`src/verilog/thermocouple_input_pkg.sv`:
```
// Constants, types and register layout of the thermocouple input block
package thermocouple_input_pkg;

    // ----------------------------------------
    // Parameter byte slots (one byte each)
    // ----------------------------------------
    localparam int PRM_COUNT = 6;
    localparam logic [2:0] SLOT_DIAG  = 3'h0;
    localparam logic [2:0] SLOT_OPEN  = 3'h1;
    localparam logic [2:0] SLOT_UNIT  = 3'h2;
    localparam logic [2:0] SLOT_MAINS = 3'h3;
    localparam logic [2:0] SLOT_CH0   = 3'h4;
    localparam logic [2:0] SLOT_CH1   = 3'h5;

    // ----------------------------------------
    // Addressing: record set, object index, object subindex
    // ----------------------------------------
    localparam logic [7:0]  REC_DIAG     = 8'h00;
    localparam logic [7:0]  REC_UNIT     = 8'h01;
    localparam logic [7:0]  REC_CH0      = 8'h80;
    localparam logic [7:0]  REC_CH1      = 8'h81;
    localparam logic [15:0] INDEX_BASE   = 16'h3100;
    localparam logic [7:0]  SUBINDEX_LOW = 8'h01;

    // ----------------------------------------
    // Reset values and field codes
    // ----------------------------------------
    localparam logic [7:0] DIAG_RESET  = 8'h00;
    localparam logic [7:0] OPEN_RESET  = 8'h00;
    localparam logic [7:0] UNIT_RESET  = 8'h00;
    localparam logic [7:0] MAINS_RESET = 8'h02;
    localparam logic [7:0] RANGE_RESET = 8'hC1;
    localparam logic [PRM_COUNT-1:0][7:0] PRM_RESET =
        {RANGE_RESET, RANGE_RESET, MAINS_RESET, UNIT_RESET, OPEN_RESET, DIAG_RESET};
    localparam logic [7:0] DIAG_ON       = 8'h40;
    localparam logic [7:0] LOW2_MASK     = 8'h03;
    localparam logic [1:0] UNIT_CELSIUS  = 2'h0;
    localparam logic [1:0] UNIT_FAHR     = 2'h1;
    localparam logic [1:0] UNIT_KELVIN   = 2'h2;
    localparam logic [1:0] MAINS_60      = 2'h1;
    localparam logic [1:0] MAINS_50      = 2'h2;
    localparam logic [7:0] RANGE_OFF     = 8'hFF;
    localparam logic [7:0] RANGE_MV_WIDE = 8'h11;
    localparam logic [7:0] RANGE_MV_STD  = 8'h21;
    localparam logic [3:0] TC_EXT_COMP   = 4'hB;
    localparam logic [3:0] TC_INT_COMP   = 4'hC;
    localparam logic [3:0] TC_TYPE_LAST  = 4'h9;

    // ----------------------------------------
    // Result scaling
    // ----------------------------------------
    localparam logic [15:0] WIDE_NOMINAL   = 16'h6C00;
    localparam logic [15:0] WIDE_OVER_MAX  = 16'h7EFF;
    localparam logic [15:0] WIDE_UNDER_MIN = 16'h8100;
    localparam int          STD_NOM_BITS   = 14;
    localparam logic [15:0] STD_OVER_MAX   = 16'h5000;
    localparam logic [15:0] STD_UNDER_MIN  = 16'hB000;
    localparam logic [15:0] WORD_OVERFLOW  = 16'h7FFF;
    localparam logic [15:0] WORD_UNDERFLOW = 16'h8000;
    localparam logic [15:0] FAHR_OFFSET    = 16'h0140;
    localparam logic [15:0] KELVIN_OFFSET  = 16'h0AAC;
    localparam logic [3:0]  FAHR_MUL       = 4'h9;
    localparam logic [3:0]  FAHR_DIV       = 4'h5;

    // ----------------------------------------
    // Types
    // ----------------------------------------
    typedef enum logic [1:0] {BY_RECORD, BY_INDEX, BY_SUBINDEX} addr_mode_e;

    typedef struct packed {
        addr_mode_e  mode;
        logic [7:0]  record_set_number;
        logic        byteSel;
        logic [15:0] object_index;
        logic [7:0]  object_subindex;
        logic [7:0]  data;
    } param_req_s;

    typedef struct packed {
        logic [23:0] raw;
        logic [15:0] temp;
    } sample_s;

endpackage : thermocouple_input_pkg

```
`src/verilog/thermocouple_input_config.sv`:
```
// Parameter bytes and result words of a two-channel thermocouple/millivolt input
//
// Behaviour
// - The diagnostic interrupt is enabled by byte value 40h and disabled by 00h.
// - Open-circuit byte bit 0 enables detection on channel 0, bit 1 on channel 1, bits 7-2 reserved.
// - Temperature unit bits 1:0 select Celsius 00, Fahrenheit 01, Kelvin 10; upper bits reserved.
// - Mains rejection bits 1:0 select 60 Hz with 01 and 50 Hz with 10; upper bits reserved.
// - Mains rejection resets to 02h; diagnostic, open-circuit and unit bytes reset to 00h.
// - Each channel range code resets to C1h, the internally compensated default.
// - A channel with range code FFh is deactivated and performs no measurement.
// - Range 11h maps +80 mV to 27648, 0 V to 0 and -80 mV to 9400h.
// - Range 11h has an overrange band up to 32511 and an underrange band down to 8100h.
// - Range 21h maps +80 mV to 16384, 0 V to 0 and -80 mV to C000h.
// - Range 21h has overrange up to 5000h and underrange down to B000h.
`timescale 1ns/1ps
module thermocouple_input_config #(
    parameter int NUM_CH = 2,
    parameter int RAW_W  = 24
) (
    input  wire logic                                      ref_clk,
    input  wire logic                                      resetn,
    input  wire logic                                      prmWrite,
    input  wire logic                                      prmRead,
    input  wire thermocouple_input_pkg::param_req_s        prmReq,
    input  wire logic                                      systemRunning,
    output logic                                           prmAccept,
    output logic                                           prmRefused,
    output logic      [7:0]                                prmRdData_r,
    output logic                                           prmRdValid_r,
    input  wire logic [NUM_CH-1:0]                         sampleValid,
    input  wire thermocouple_input_pkg::sample_s [NUM_CH-1:0] sample,
    output logic      [NUM_CH*16-1:0]                      inputData_r,
    output logic      [NUM_CH-1:0]                         resultUpdate_r,
    output logic      [NUM_CH-1:0]                         channelActive,
    output logic      [NUM_CH-1:0]                         openCircuitEnable,
    output logic                                           diagIrqEnable,
    output logic      [1:0]                                mainsRejection,
    output logic      [1:0]                                unitSel
);

    // ----------------------------------------
    // Elaboration checks
    // ----------------------------------------
    if (NUM_CH != 2) begin : g_bad_ch
        $error("NUM_CH must be 2");
    end
    if (RAW_W < 17 || RAW_W > 24) begin : g_bad_raw
        $error("RAW_W must be 17 to 24");
    end

    localparam int PN = thermocouple_input_pkg::PRM_COUNT;

    logic [PN-1:0][7:0] prm_r;
    logic [PN-1:0][7:0] prm_nxt;
    logic               rdValid_nxt;
    logic [7:0]         rdData_nxt;
    logic               slotHit;
    logic [2:0]         slot;
    logic               stopOnly;
    logic [7:0]         wrByte;

    // ----------------------------------------
    // Address decode for all three access paths
    // ----------------------------------------
    always_comb begin
        slotHit = 1'b0;
        slot    = 3'h0;
        unique case (prmReq.mode)
            thermocouple_input_pkg::BY_RECORD: begin
                unique case (prmReq.record_set_number)
                    thermocouple_input_pkg::REC_DIAG: begin
                        slotHit = 1'b1;
                        slot    = prmReq.byteSel ? thermocouple_input_pkg::SLOT_OPEN
                                                 : thermocouple_input_pkg::SLOT_DIAG;
                    end
                    thermocouple_input_pkg::REC_UNIT: begin
                        slotHit = 1'b1;
                        slot    = prmReq.byteSel ? thermocouple_input_pkg::SLOT_MAINS
                                                 : thermocouple_input_pkg::SLOT_UNIT;
                    end
                    thermocouple_input_pkg::REC_CH0: begin
                        slotHit = !prmReq.byteSel;
                        slot    = thermocouple_input_pkg::SLOT_CH0;
                    end
                    thermocouple_input_pkg::REC_CH1: begin
                        slotHit = !prmReq.byteSel;
                        slot    = thermocouple_input_pkg::SLOT_CH1;
                    end
                    default: slotHit = 1'b0;
                endcase
            end
            thermocouple_input_pkg::BY_INDEX: begin
                slot    = 3'(prmReq.object_index - thermocouple_input_pkg::INDEX_BASE);
                slotHit = prmReq.object_index >= thermocouple_input_pkg::INDEX_BASE
                       && prmReq.object_index < thermocouple_input_pkg::INDEX_BASE + 16'(PN);
            end
            thermocouple_input_pkg::BY_SUBINDEX: begin
                slot    = 3'(prmReq.object_subindex - thermocouple_input_pkg::SUBINDEX_LOW);
                slotHit = prmReq.object_subindex >= thermocouple_input_pkg::SUBINDEX_LOW
                       && prmReq.object_subindex < thermocouple_input_pkg::SUBINDEX_LOW + 8'(PN);
            end
            default: slotHit = 1'b0;
        endcase
    end

    // ----------------------------------------
    // Parameter byte writes
    // ----------------------------------------
    // Stop-only bytes are refused while running, so a misbehaving
    // controller cannot change them mid-operation
    always_comb begin
        prm_nxt    = prm_r;
        stopOnly   = slot == thermocouple_input_pkg::SLOT_DIAG
                  || slot == thermocouple_input_pkg::SLOT_OPEN;
        prmRefused = prmWrite && (!slotHit || (stopOnly && systemRunning));
        prmAccept  = prmWrite && !prmRefused;
        unique case (slot)
            thermocouple_input_pkg::SLOT_OPEN,
            thermocouple_input_pkg::SLOT_UNIT,
            thermocouple_input_pkg::SLOT_MAINS:
                wrByte = prmReq.data & thermocouple_input_pkg::LOW2_MASK;
            default: wrByte = prmReq.data;
        endcase
        if (prmAccept)
            prm_nxt[slot] = wrByte;
    end

    // ----------------------------------------
    // Parameter readback
    // ----------------------------------------
    always_comb begin
        rdValid_nxt = prmRead && slotHit;
        rdData_nxt  = prmRdData_r;
        if (rdValid_nxt)
            rdData_nxt = prm_r[slot];
    end

    always_ff @(posedge ref_clk or negedge resetn) begin
        if (!resetn) begin
            prm_r        <= thermocouple_input_pkg::PRM_RESET;
            prmRdValid_r <= 1'b0;
            prmRdData_r  <= 8'h00;
        end else begin
            prm_r        <= prm_nxt;
            prmRdValid_r <= rdValid_nxt;
            prmRdData_r  <= rdData_nxt;
        end
    end

    // ----------------------------------------
    // Decoded configuration
    // ----------------------------------------
    assign diagIrqEnable = prm_r[thermocouple_input_pkg::SLOT_DIAG]
                        == thermocouple_input_pkg::DIAG_ON;
    assign openCircuitEnable = prm_r[thermocouple_input_pkg::SLOT_OPEN][NUM_CH-1:0]
                             & channelActive;
    assign unitSel = prm_r[thermocouple_input_pkg::SLOT_UNIT][1:0];
    // Reserved mains codes fall back to 50 Hz, the reset choice
    assign mainsRejection =
        (prm_r[thermocouple_input_pkg::SLOT_MAINS][1:0] == thermocouple_input_pkg::MAINS_60)
        ? thermocouple_input_pkg::MAINS_60 : thermocouple_input_pkg::MAINS_50;

    // ----------------------------------------
    // Per-channel result words
    // ----------------------------------------
    logic [NUM_CH-1:0][15:0] word;
    logic [NUM_CH-1:0][15:0] result_r;
    logic [NUM_CH-1:0][15:0] result_nxt;
    logic [NUM_CH-1:0]       update_nxt;

    for (genvar ch = 0; ch < NUM_CH; ch++) begin : g_ch
        assign channelActive[ch] = prm_r[thermocouple_input_pkg::SLOT_CH0 + 3'(ch)]
                                != thermocouple_input_pkg::RANGE_OFF;

        range_scaler #(
            .RAW_W     (RAW_W)
        ) u_scaler (
            .rangeCode (prm_r[thermocouple_input_pkg::SLOT_CH0 + 3'(ch)]),
            .unitSel   (unitSel),
            .raw       (sample[ch].raw[RAW_W-1:0]),
            .temp      (sample[ch].temp),
            .word      (word[ch])
        );

        // Deactivated channels ignore conversions and keep their last word
        always_comb begin
            update_nxt[ch] = sampleValid[ch] && channelActive[ch];
            result_nxt[ch] = result_r[ch];
            if (update_nxt[ch])
                result_nxt[ch] = word[ch];
        end

        assign inputData_r[ch*16 +: 16] = result_r[ch];
    end

    always_ff @(posedge ref_clk or negedge resetn) begin
        if (!resetn) begin
            result_r       <= '0;
            resultUpdate_r <= '0;
        end else begin
            result_r       <= result_nxt;
            resultUpdate_r <= update_nxt;
        end
    end

endmodule : thermocouple_input_config

```
`src/verilog/range_scaler.sv`:
```
// Converts one channel sample into its signed 16-bit result word
`timescale 1ns/1ps
module range_scaler #(
    parameter int RAW_W = 24
) (
    input  wire logic [7:0]       rangeCode,
    input  wire logic [1:0]       unitSel,
    input  wire logic [RAW_W-1:0] raw,
    input  wire logic [15:0]      temp,
    output logic      [15:0]      word
);
    localparam int PW = RAW_W + 17;
    typedef logic signed [PW-1:0] wide_t;
    typedef logic signed [19:0]   temp_t;

    wide_t prod;
    wide_t wideVal;
    wide_t stdVal;
    temp_t tIn;
    temp_t tOut;
    logic  isTc;

    // ----------------------------------------
    // Millivolt scaling: raw full scale 80 mV at 2^(RAW_W-2)
    // ----------------------------------------
    always_comb begin
        prod    = wide_t'($signed(raw)) * wide_t'($signed({1'b0, thermocouple_input_pkg::WIDE_NOMINAL}));
        wideVal = prod >>> (RAW_W - 2);
        stdVal  = wide_t'($signed(raw)) >>> (RAW_W - 2 - thermocouple_input_pkg::STD_NOM_BITS);
    end

    // ----------------------------------------
    // Temperature unit conversion, tenths of a degree
    // ----------------------------------------
    always_comb begin
        tIn = temp_t'($signed(temp));
        unique case (unitSel)
            thermocouple_input_pkg::UNIT_FAHR:   tOut = temp_t'(tIn
                * temp_t'(thermocouple_input_pkg::FAHR_MUL)
                / temp_t'(thermocouple_input_pkg::FAHR_DIV))
                + temp_t'(thermocouple_input_pkg::FAHR_OFFSET);
            thermocouple_input_pkg::UNIT_KELVIN: tOut = tIn
                + temp_t'(thermocouple_input_pkg::KELVIN_OFFSET);
            default:                             tOut = tIn;
        endcase
    end

    // ----------------------------------------
    // Word selection and band limits
    // ----------------------------------------
    always_comb begin
        isTc = (rangeCode[7:4] == thermocouple_input_pkg::TC_EXT_COMP
             || rangeCode[7:4] == thermocouple_input_pkg::TC_INT_COMP)
             && rangeCode[3:0] <= thermocouple_input_pkg::TC_TYPE_LAST;
        word = thermocouple_input_pkg::WORD_OVERFLOW;
        if (rangeCode == thermocouple_input_pkg::RANGE_MV_WIDE) begin
            if (wideVal > wide_t'(signed'(thermocouple_input_pkg::WIDE_OVER_MAX)))
                word = thermocouple_input_pkg::WORD_OVERFLOW;
            else if (wideVal < wide_t'(signed'(thermocouple_input_pkg::WIDE_UNDER_MIN)))
                word = thermocouple_input_pkg::WORD_UNDERFLOW;
            else
                word = wideVal[15:0];
        end else if (rangeCode == thermocouple_input_pkg::RANGE_MV_STD) begin
            if (stdVal > wide_t'(signed'(thermocouple_input_pkg::STD_OVER_MAX)))
                word = thermocouple_input_pkg::WORD_OVERFLOW;
            else if (stdVal < wide_t'(signed'(thermocouple_input_pkg::STD_UNDER_MIN)))
                word = thermocouple_input_pkg::WORD_UNDERFLOW;
            else
                word = stdVal[15:0];
        end else if (isTc) begin
            if (tOut > temp_t'(signed'(thermocouple_input_pkg::WORD_OVERFLOW)))
                word = thermocouple_input_pkg::WORD_OVERFLOW;
            else if (tOut < temp_t'(signed'(thermocouple_input_pkg::WORD_UNDERFLOW)))
                word = thermocouple_input_pkg::WORD_UNDERFLOW;
            else
                word = tOut[15:0];
        end
    end

endmodule : range_scaler

```
`config.mk`:
```
export PLATFORM = sky130hd
export DESIGN_NAME = thermocouple_input_config
export DESIGN_NICKNAME = d
export VERILOG_FILES = /design/src/verilog/thermocouple_input_pkg.sv /design/src/verilog/thermocouple_input_config.sv /design/src/verilog/range_scaler.sv
export SDC_FILE = /design/constraint.sdc
export NUM_CORES = 1
export LEC_CHECK = 0
export ABC_CLOCK_PERIOD_IN_PS = 2700
export BUFFER_PORTS_ARGS = -buffer_cell sky130_fd_sc_hd__buf_4
export CORE_ASPECT_RATIO = 0.6
export CORE_MARGIN = 2
export CORE_UTILIZATION = 57
export CTS_BUF_LIST = sky130_fd_sc_hd__clkbuf_4 sky130_fd_sc_hd__clkbuf_8
export DETAILED_ROUTE_END_ITERATION = 10
export GPL_TIMING_DRIVEN = 1
export MAX_ROUTING_LAYER = met4
export PLACE_DENSITY_LB_ADDON = 0.2
export SYNTH_ARGS = -nofsm -noshare
export SYNTH_HDL_FRONTEND = slang
export SYNTH_SLANG_ARGS = --single-unit
```
`constraint.sdc`:
```
create_clock -name ref_clk -period 2.7 [get_ports ref_clk]
set_input_delay 0 -clock ref_clk [delete_from_list [all_inputs] [get_ports ref_clk]]
set_output_delay 0 -clock ref_clk [all_outputs]
set_load 0.005 [all_outputs]
```
==> results of run 1 <==
-- layer usage --
layer | track usage, % | GRT overflow
met5 | - | -
met3 | 61.0 | 7
met4 | 69.2 | 56
met1 | 78.2 | 12
met2 | 93.1 | 79
-- cell families after synthesis --
group | after synthesis | synth area share [%]
AO/OA/AOI/OAI | 1020 | 32.5
XOR/XNOR | 162 | 6.45
adder cells (fa/ha/maj) | 305 | 20.0
buffers and inverters | 416 | 7.37
flip-flops | 91 | 10.2
multiplexers | 58 | 2.78
AND/OR/NAND/NOR | 920 | 20.8
-- metrics by stage --
step | util, % | area (sq um) | TNS, ns
2_1_floorplan | - | 23400 | -255.73
4_1_cts | 88.0 | 34300 | -263.52
3_5_place_dp | 82.6 | 32200 | -295.50
3_3_place_gp | 82.6 | 32200 | -281.08
-- timing repair --
action	CTS
gates resized for setup	227
endpoints found under the setup margin	32
setup buffers	85
cloned	1
hold endpoints to repair	71
hold buffers	9
pin swaps	147
==> impl_results.md, run 1 <==
* Largest net degree at the start of global routing at 50
* CTS root buffer: clkbuf_8
* Pre-CTS WS at -9.48 ns
* Grt total ovfl at 154
* Die Height at 158 um
* Post-synthesis cell area at 0.0224 sq mm
* Synth Warn # at 0
* Syn nets at 3403
* Halt Stage: 5_1_grt
* Synth area leader: ha_1
* Ys flop type: dfrtp_1
* Initial Utilization at 57.6%
* GR repair worst EP: inputData_r[28]$_DFFE_PN0P_/D
* FP Rows at 56
* Largest cells by area after synthesis: ha_1 12%, dfrtp_1 9.4%, fa_1 8.0%
* First error: [ERROR GRT-0232] Routing congestion too high. Check the congestion heatmap in the GUI.
* CTS max path bufs at 2
* Top-area cell type share of the netlist area at 11.8%
* Status: stopped before the end
* I/O Buffers at 183
* Post-synthesis register bit count at 91
* Commonest cells post-synth: 291 x nand2_1, 276 x inv_1, 211 x ha_1, 206 x a21oi_1, 191 x nor2_1
* Initial antenna violation count at 25
* Post-synthesis cell count at 2972
* Most frequent cell after synthesis: nand2_1
* Seq/Total Area, Yosys at 10.2%
* DP HPWL at 78900 um
* CTS buffer count at 9
* GP Congestion at 1.08
* CTS H-Tree Depth at 3
* Kind of the worst endpoint: register data pin
* Cell variety after synth at 137
* Async S/R FF share, synth at 100%
* Num ports at 184
* CTS sink count at 91
* Placed Cells incl. Taps at 4522
* Chip width at 260 um
* Post-synth EDFFs at 0
* Avg Inst Size Synth at 7.55 sq um
* GR Util All Layers at 77.4%
==> run 2: changes to the inputs <==
- CORE_ASPECT_RATIO: 0.6 -> not set
- CORE_UTILIZATION: 57 -> 40
- CTS_BUF_LIST: sky130_fd_sc_hd__clkbuf_4 sky130_fd_sc_hd__clkbuf_8 -> not set
- MAX_ROUTING_LAYER: met4 -> not set
- PLACE_DENSITY_LB_ADDON: 0.2 -> 0.15
==> run 2 against run 1 <==
  * The flow now finishes, with violations (negative setup slack)
  * Synthesized area did not move
  * Synthesized cell count unchanged
==> impl_results.md, run 2 <==
* First-pass GRT wire length at 142000 um
* Post-synth EDFFs at 0
* Largest net degree at the start of global routing at 60
* Synth area leader: ha_1
* Post-synthesis cell area at 0.0224 sq mm
* Number of diodes at 0
* DRT iter0 DRCs at 1717
* Initial Utilization at 40.6%
* Vias in the first global route at 27600
* Min cycle time layout at 11.00 ns
* DP HPWL at 72500 um
* Final hold violations at 0
* Nets at 4623
* Max_slew headroom at 43.4%
* Area grow syn2layout at 59.0%
* Post-route ant nets at 0
* Setup violators final at 32
* Die area at 0.0580 sq mm
* Max incr delay on CP at 0.57 ns
* Buf/Inv on CP at 19
* Post-Synth Adder-Cell Area at 20.0%
* Worst EP required at 2.94 ns
* Drt drc at 0
* Worst slew pin tran at 0.846 ns
* Largest cells by area after synthesis: ha_1 12%, dfrtp_1 9.4%, fa_1 8.0%
* Synth Area in Compound Gates at 32.5%
* CTS sink count at 91
* Crit path DAT at 11.25 ns
* Routed vias/inst at 5.59
* Number of fill cells at 4833
* WL/cell at 18.0 um
* CTS H-Tree Depth at 3
* FP Rows at 86
* Largest reg by FF count: prm_r
* CTS root buffer: clkbuf_16
* RSZ-0062 raised after global routing: yes
* GP Congestion at 0.956
* Clock Skew at 0.00642 ns
* Core Box Area at 0.0553 sq mm
* GR Util All Layers at 30.0%
* Post-synthesis xor/xnor area fraction at 6.45%
* Post-synthesis register bit count at 91
* Most frequent cells in the layout: 1289 x buf_4, 278 x nand2_1, 275 x inv_1
* Die Height at 241 um
* CP startpoint kind: primary input
* Seq/Total Area, Yosys at 10.2%
* Status: complete, but fails checks
* Fraction of final layout cells with drive strength greater than 1 at 42.2%
* Number of flip-flops in the largest register at 46
* I/O Buffers at 183
* Mux cell area share after synthesis at 2.78%
* Critical Path Slowest Stage Cell: or4_4
* Async S/R FF share, synth at 100%
* TritonCTS clock tree: done
* Later-pin clock latency in the skew report at 0.37 ns
* Initial antenna violation count at 1
* DR vias at 27700
* CP most frequent cell: buf_4
* Final setup margin at -8.31 ns
* Pre-Repair DR Iteration Count at 6
* Pre-CTS WS at -9.02 ns
* Max cap viols at 0
* Chip width at 241 um
* CTS max path bufs at 2
* Clock transition at path regs at 0.07 ns
* Synth Warn # at 0
* Synth Area in Simple Gates at 20.8%
* HP Start: prmRead
* Critical path class: primary input to register
* Most common cell after layout, fill and taps aside: buf_4
* Achievable frequency at 0.0909 GHz
* Routed wire length at 89100 um
* Post-synthesis cell count at 2972
* Commonest cells post-synth: 291 x nand2_1, 276 x inv_1, 211 x ha_1, 206 x a21oi_1, 191 x nor2_1
* Grt total ovfl at 0
* Ys flop type: dfrtp_1
* CP delay by family, top: compound AO/OA/AOI/OAI gates
* Reg2reg start: unitSel[0]
* Most frequent cell after synthesis: nand2_1
* Syn nets at 3403
* Max FO, Critical Path at 8
* Failing checks: negative setup slack
* Cell variety after synth at 137
* Worst setup path startpoint: sample[41]
* Largest family of logic cells by synthesized area: compound AO/OA/AOI/OAI gates
* Slew Viols, Final at 0
* CTS buffer count at 9
* Hold Crit Class: primary input to register
* Crit end category: register
* Final period util at 408%
* Top-area cell type share of the netlist area at 11.8%
* Avg Inst Size Synth at 7.55 sq um
* Num ports at 184
-- run 2: final cells by class --
cell class              instances  area (sq um)  area share [%]
clock buffers                   9           225           0.631
clock inverters                 7          90.1           0.252
inverters                     278          1040            2.92
multi-input cells            2465         20700            58.0
flip-flops and latches         91          2290            6.40
well taps                     748           936            2.62
repair buffers               1347         10400            29.1
-- run 2: final timing paths --
check | end | slack (ns) | depth (start not counted)
min | prmRdData_r[3] | 0.07 | 4
max | inputData_r[30] | -8.31 | 59
min in group asynchronous | inputData_r[12] | 0.26 | 2
max in group asynchronous | prm_r[25] | 1.59 | 3
max reg2reg | inputData_r[9] | 0 | 11
min reg2reg | prmRdData_r[4] | 0.48 | 2
-- run 2: layer usage --
metal	track usage [%]	part of all wire (%)	vias up
li1	-	-	13400
met1	40.4	45	13400
met2	52.1	48	771
met3	1.78	4.2	125
met4	7.76	2.5	2
met5	0	0.012	-
-- run 2: cell families after synthesis --
kind of cell               count (synthesis)
and+or+nand+nor                          920
adders and majority gates                305
AOI/OAI and AO/OA                       1020
muxes                                     58
buffers and inverters                    416
DFF                                       91
xor gates and xnor gates                 162
-- run 2: repair_timing --
item,4_1_cts,5_1_grt
cloned,2,0
gates resized for setup,188,98
endpoints found under the setup margin,32,32
hold buffers,10,0
pin swaps,114,69
setup buffers,76,31
endpoints found under the hold margin,84,0
-- run 2: per-stage QoR --
| step | area [sq um] | util (%) | TNS [ns] | cells | hold WS [ns] |
|---|---|---|---|---|---|
| floorplan | 23400 | - | -255.73 | 2972 | -0.296 |
| global placement | 33000 | 59.6 | -279.65 | 4813 | 0.111 |
| detailed placement | 33000 | 59.6 | -286.19 | 4813 | 0.130 |
| CTS | 34900 | 63.2 | -256.21 | 4915 | 0.0562 |
| global route | 35700 | 64.5 | -278.29 | 4945 | 0.130 |
| finish | 35700 | 64.5 | -263.64 | 4945 | 0.0714 |
-- run 2: worst reg2reg max path: stages, from the launching register on --
cell,delay (ns)
dfrtp_1,0.44
inv_1,0.17
ha_1,0.38
inv_1,0.17
nand2_1,0.11
nor3_1,0.23
buf_4,0.16
nand2_1,0.06
o311ai_2,0.35
nand2_4,0.19
o21ai_2,0.21
a31o_1,0.17
Power of run 2 is left out: the tool's default activity adds up to more than one toggle a clock period on the data nets, which glitch-free logic cannot reach.
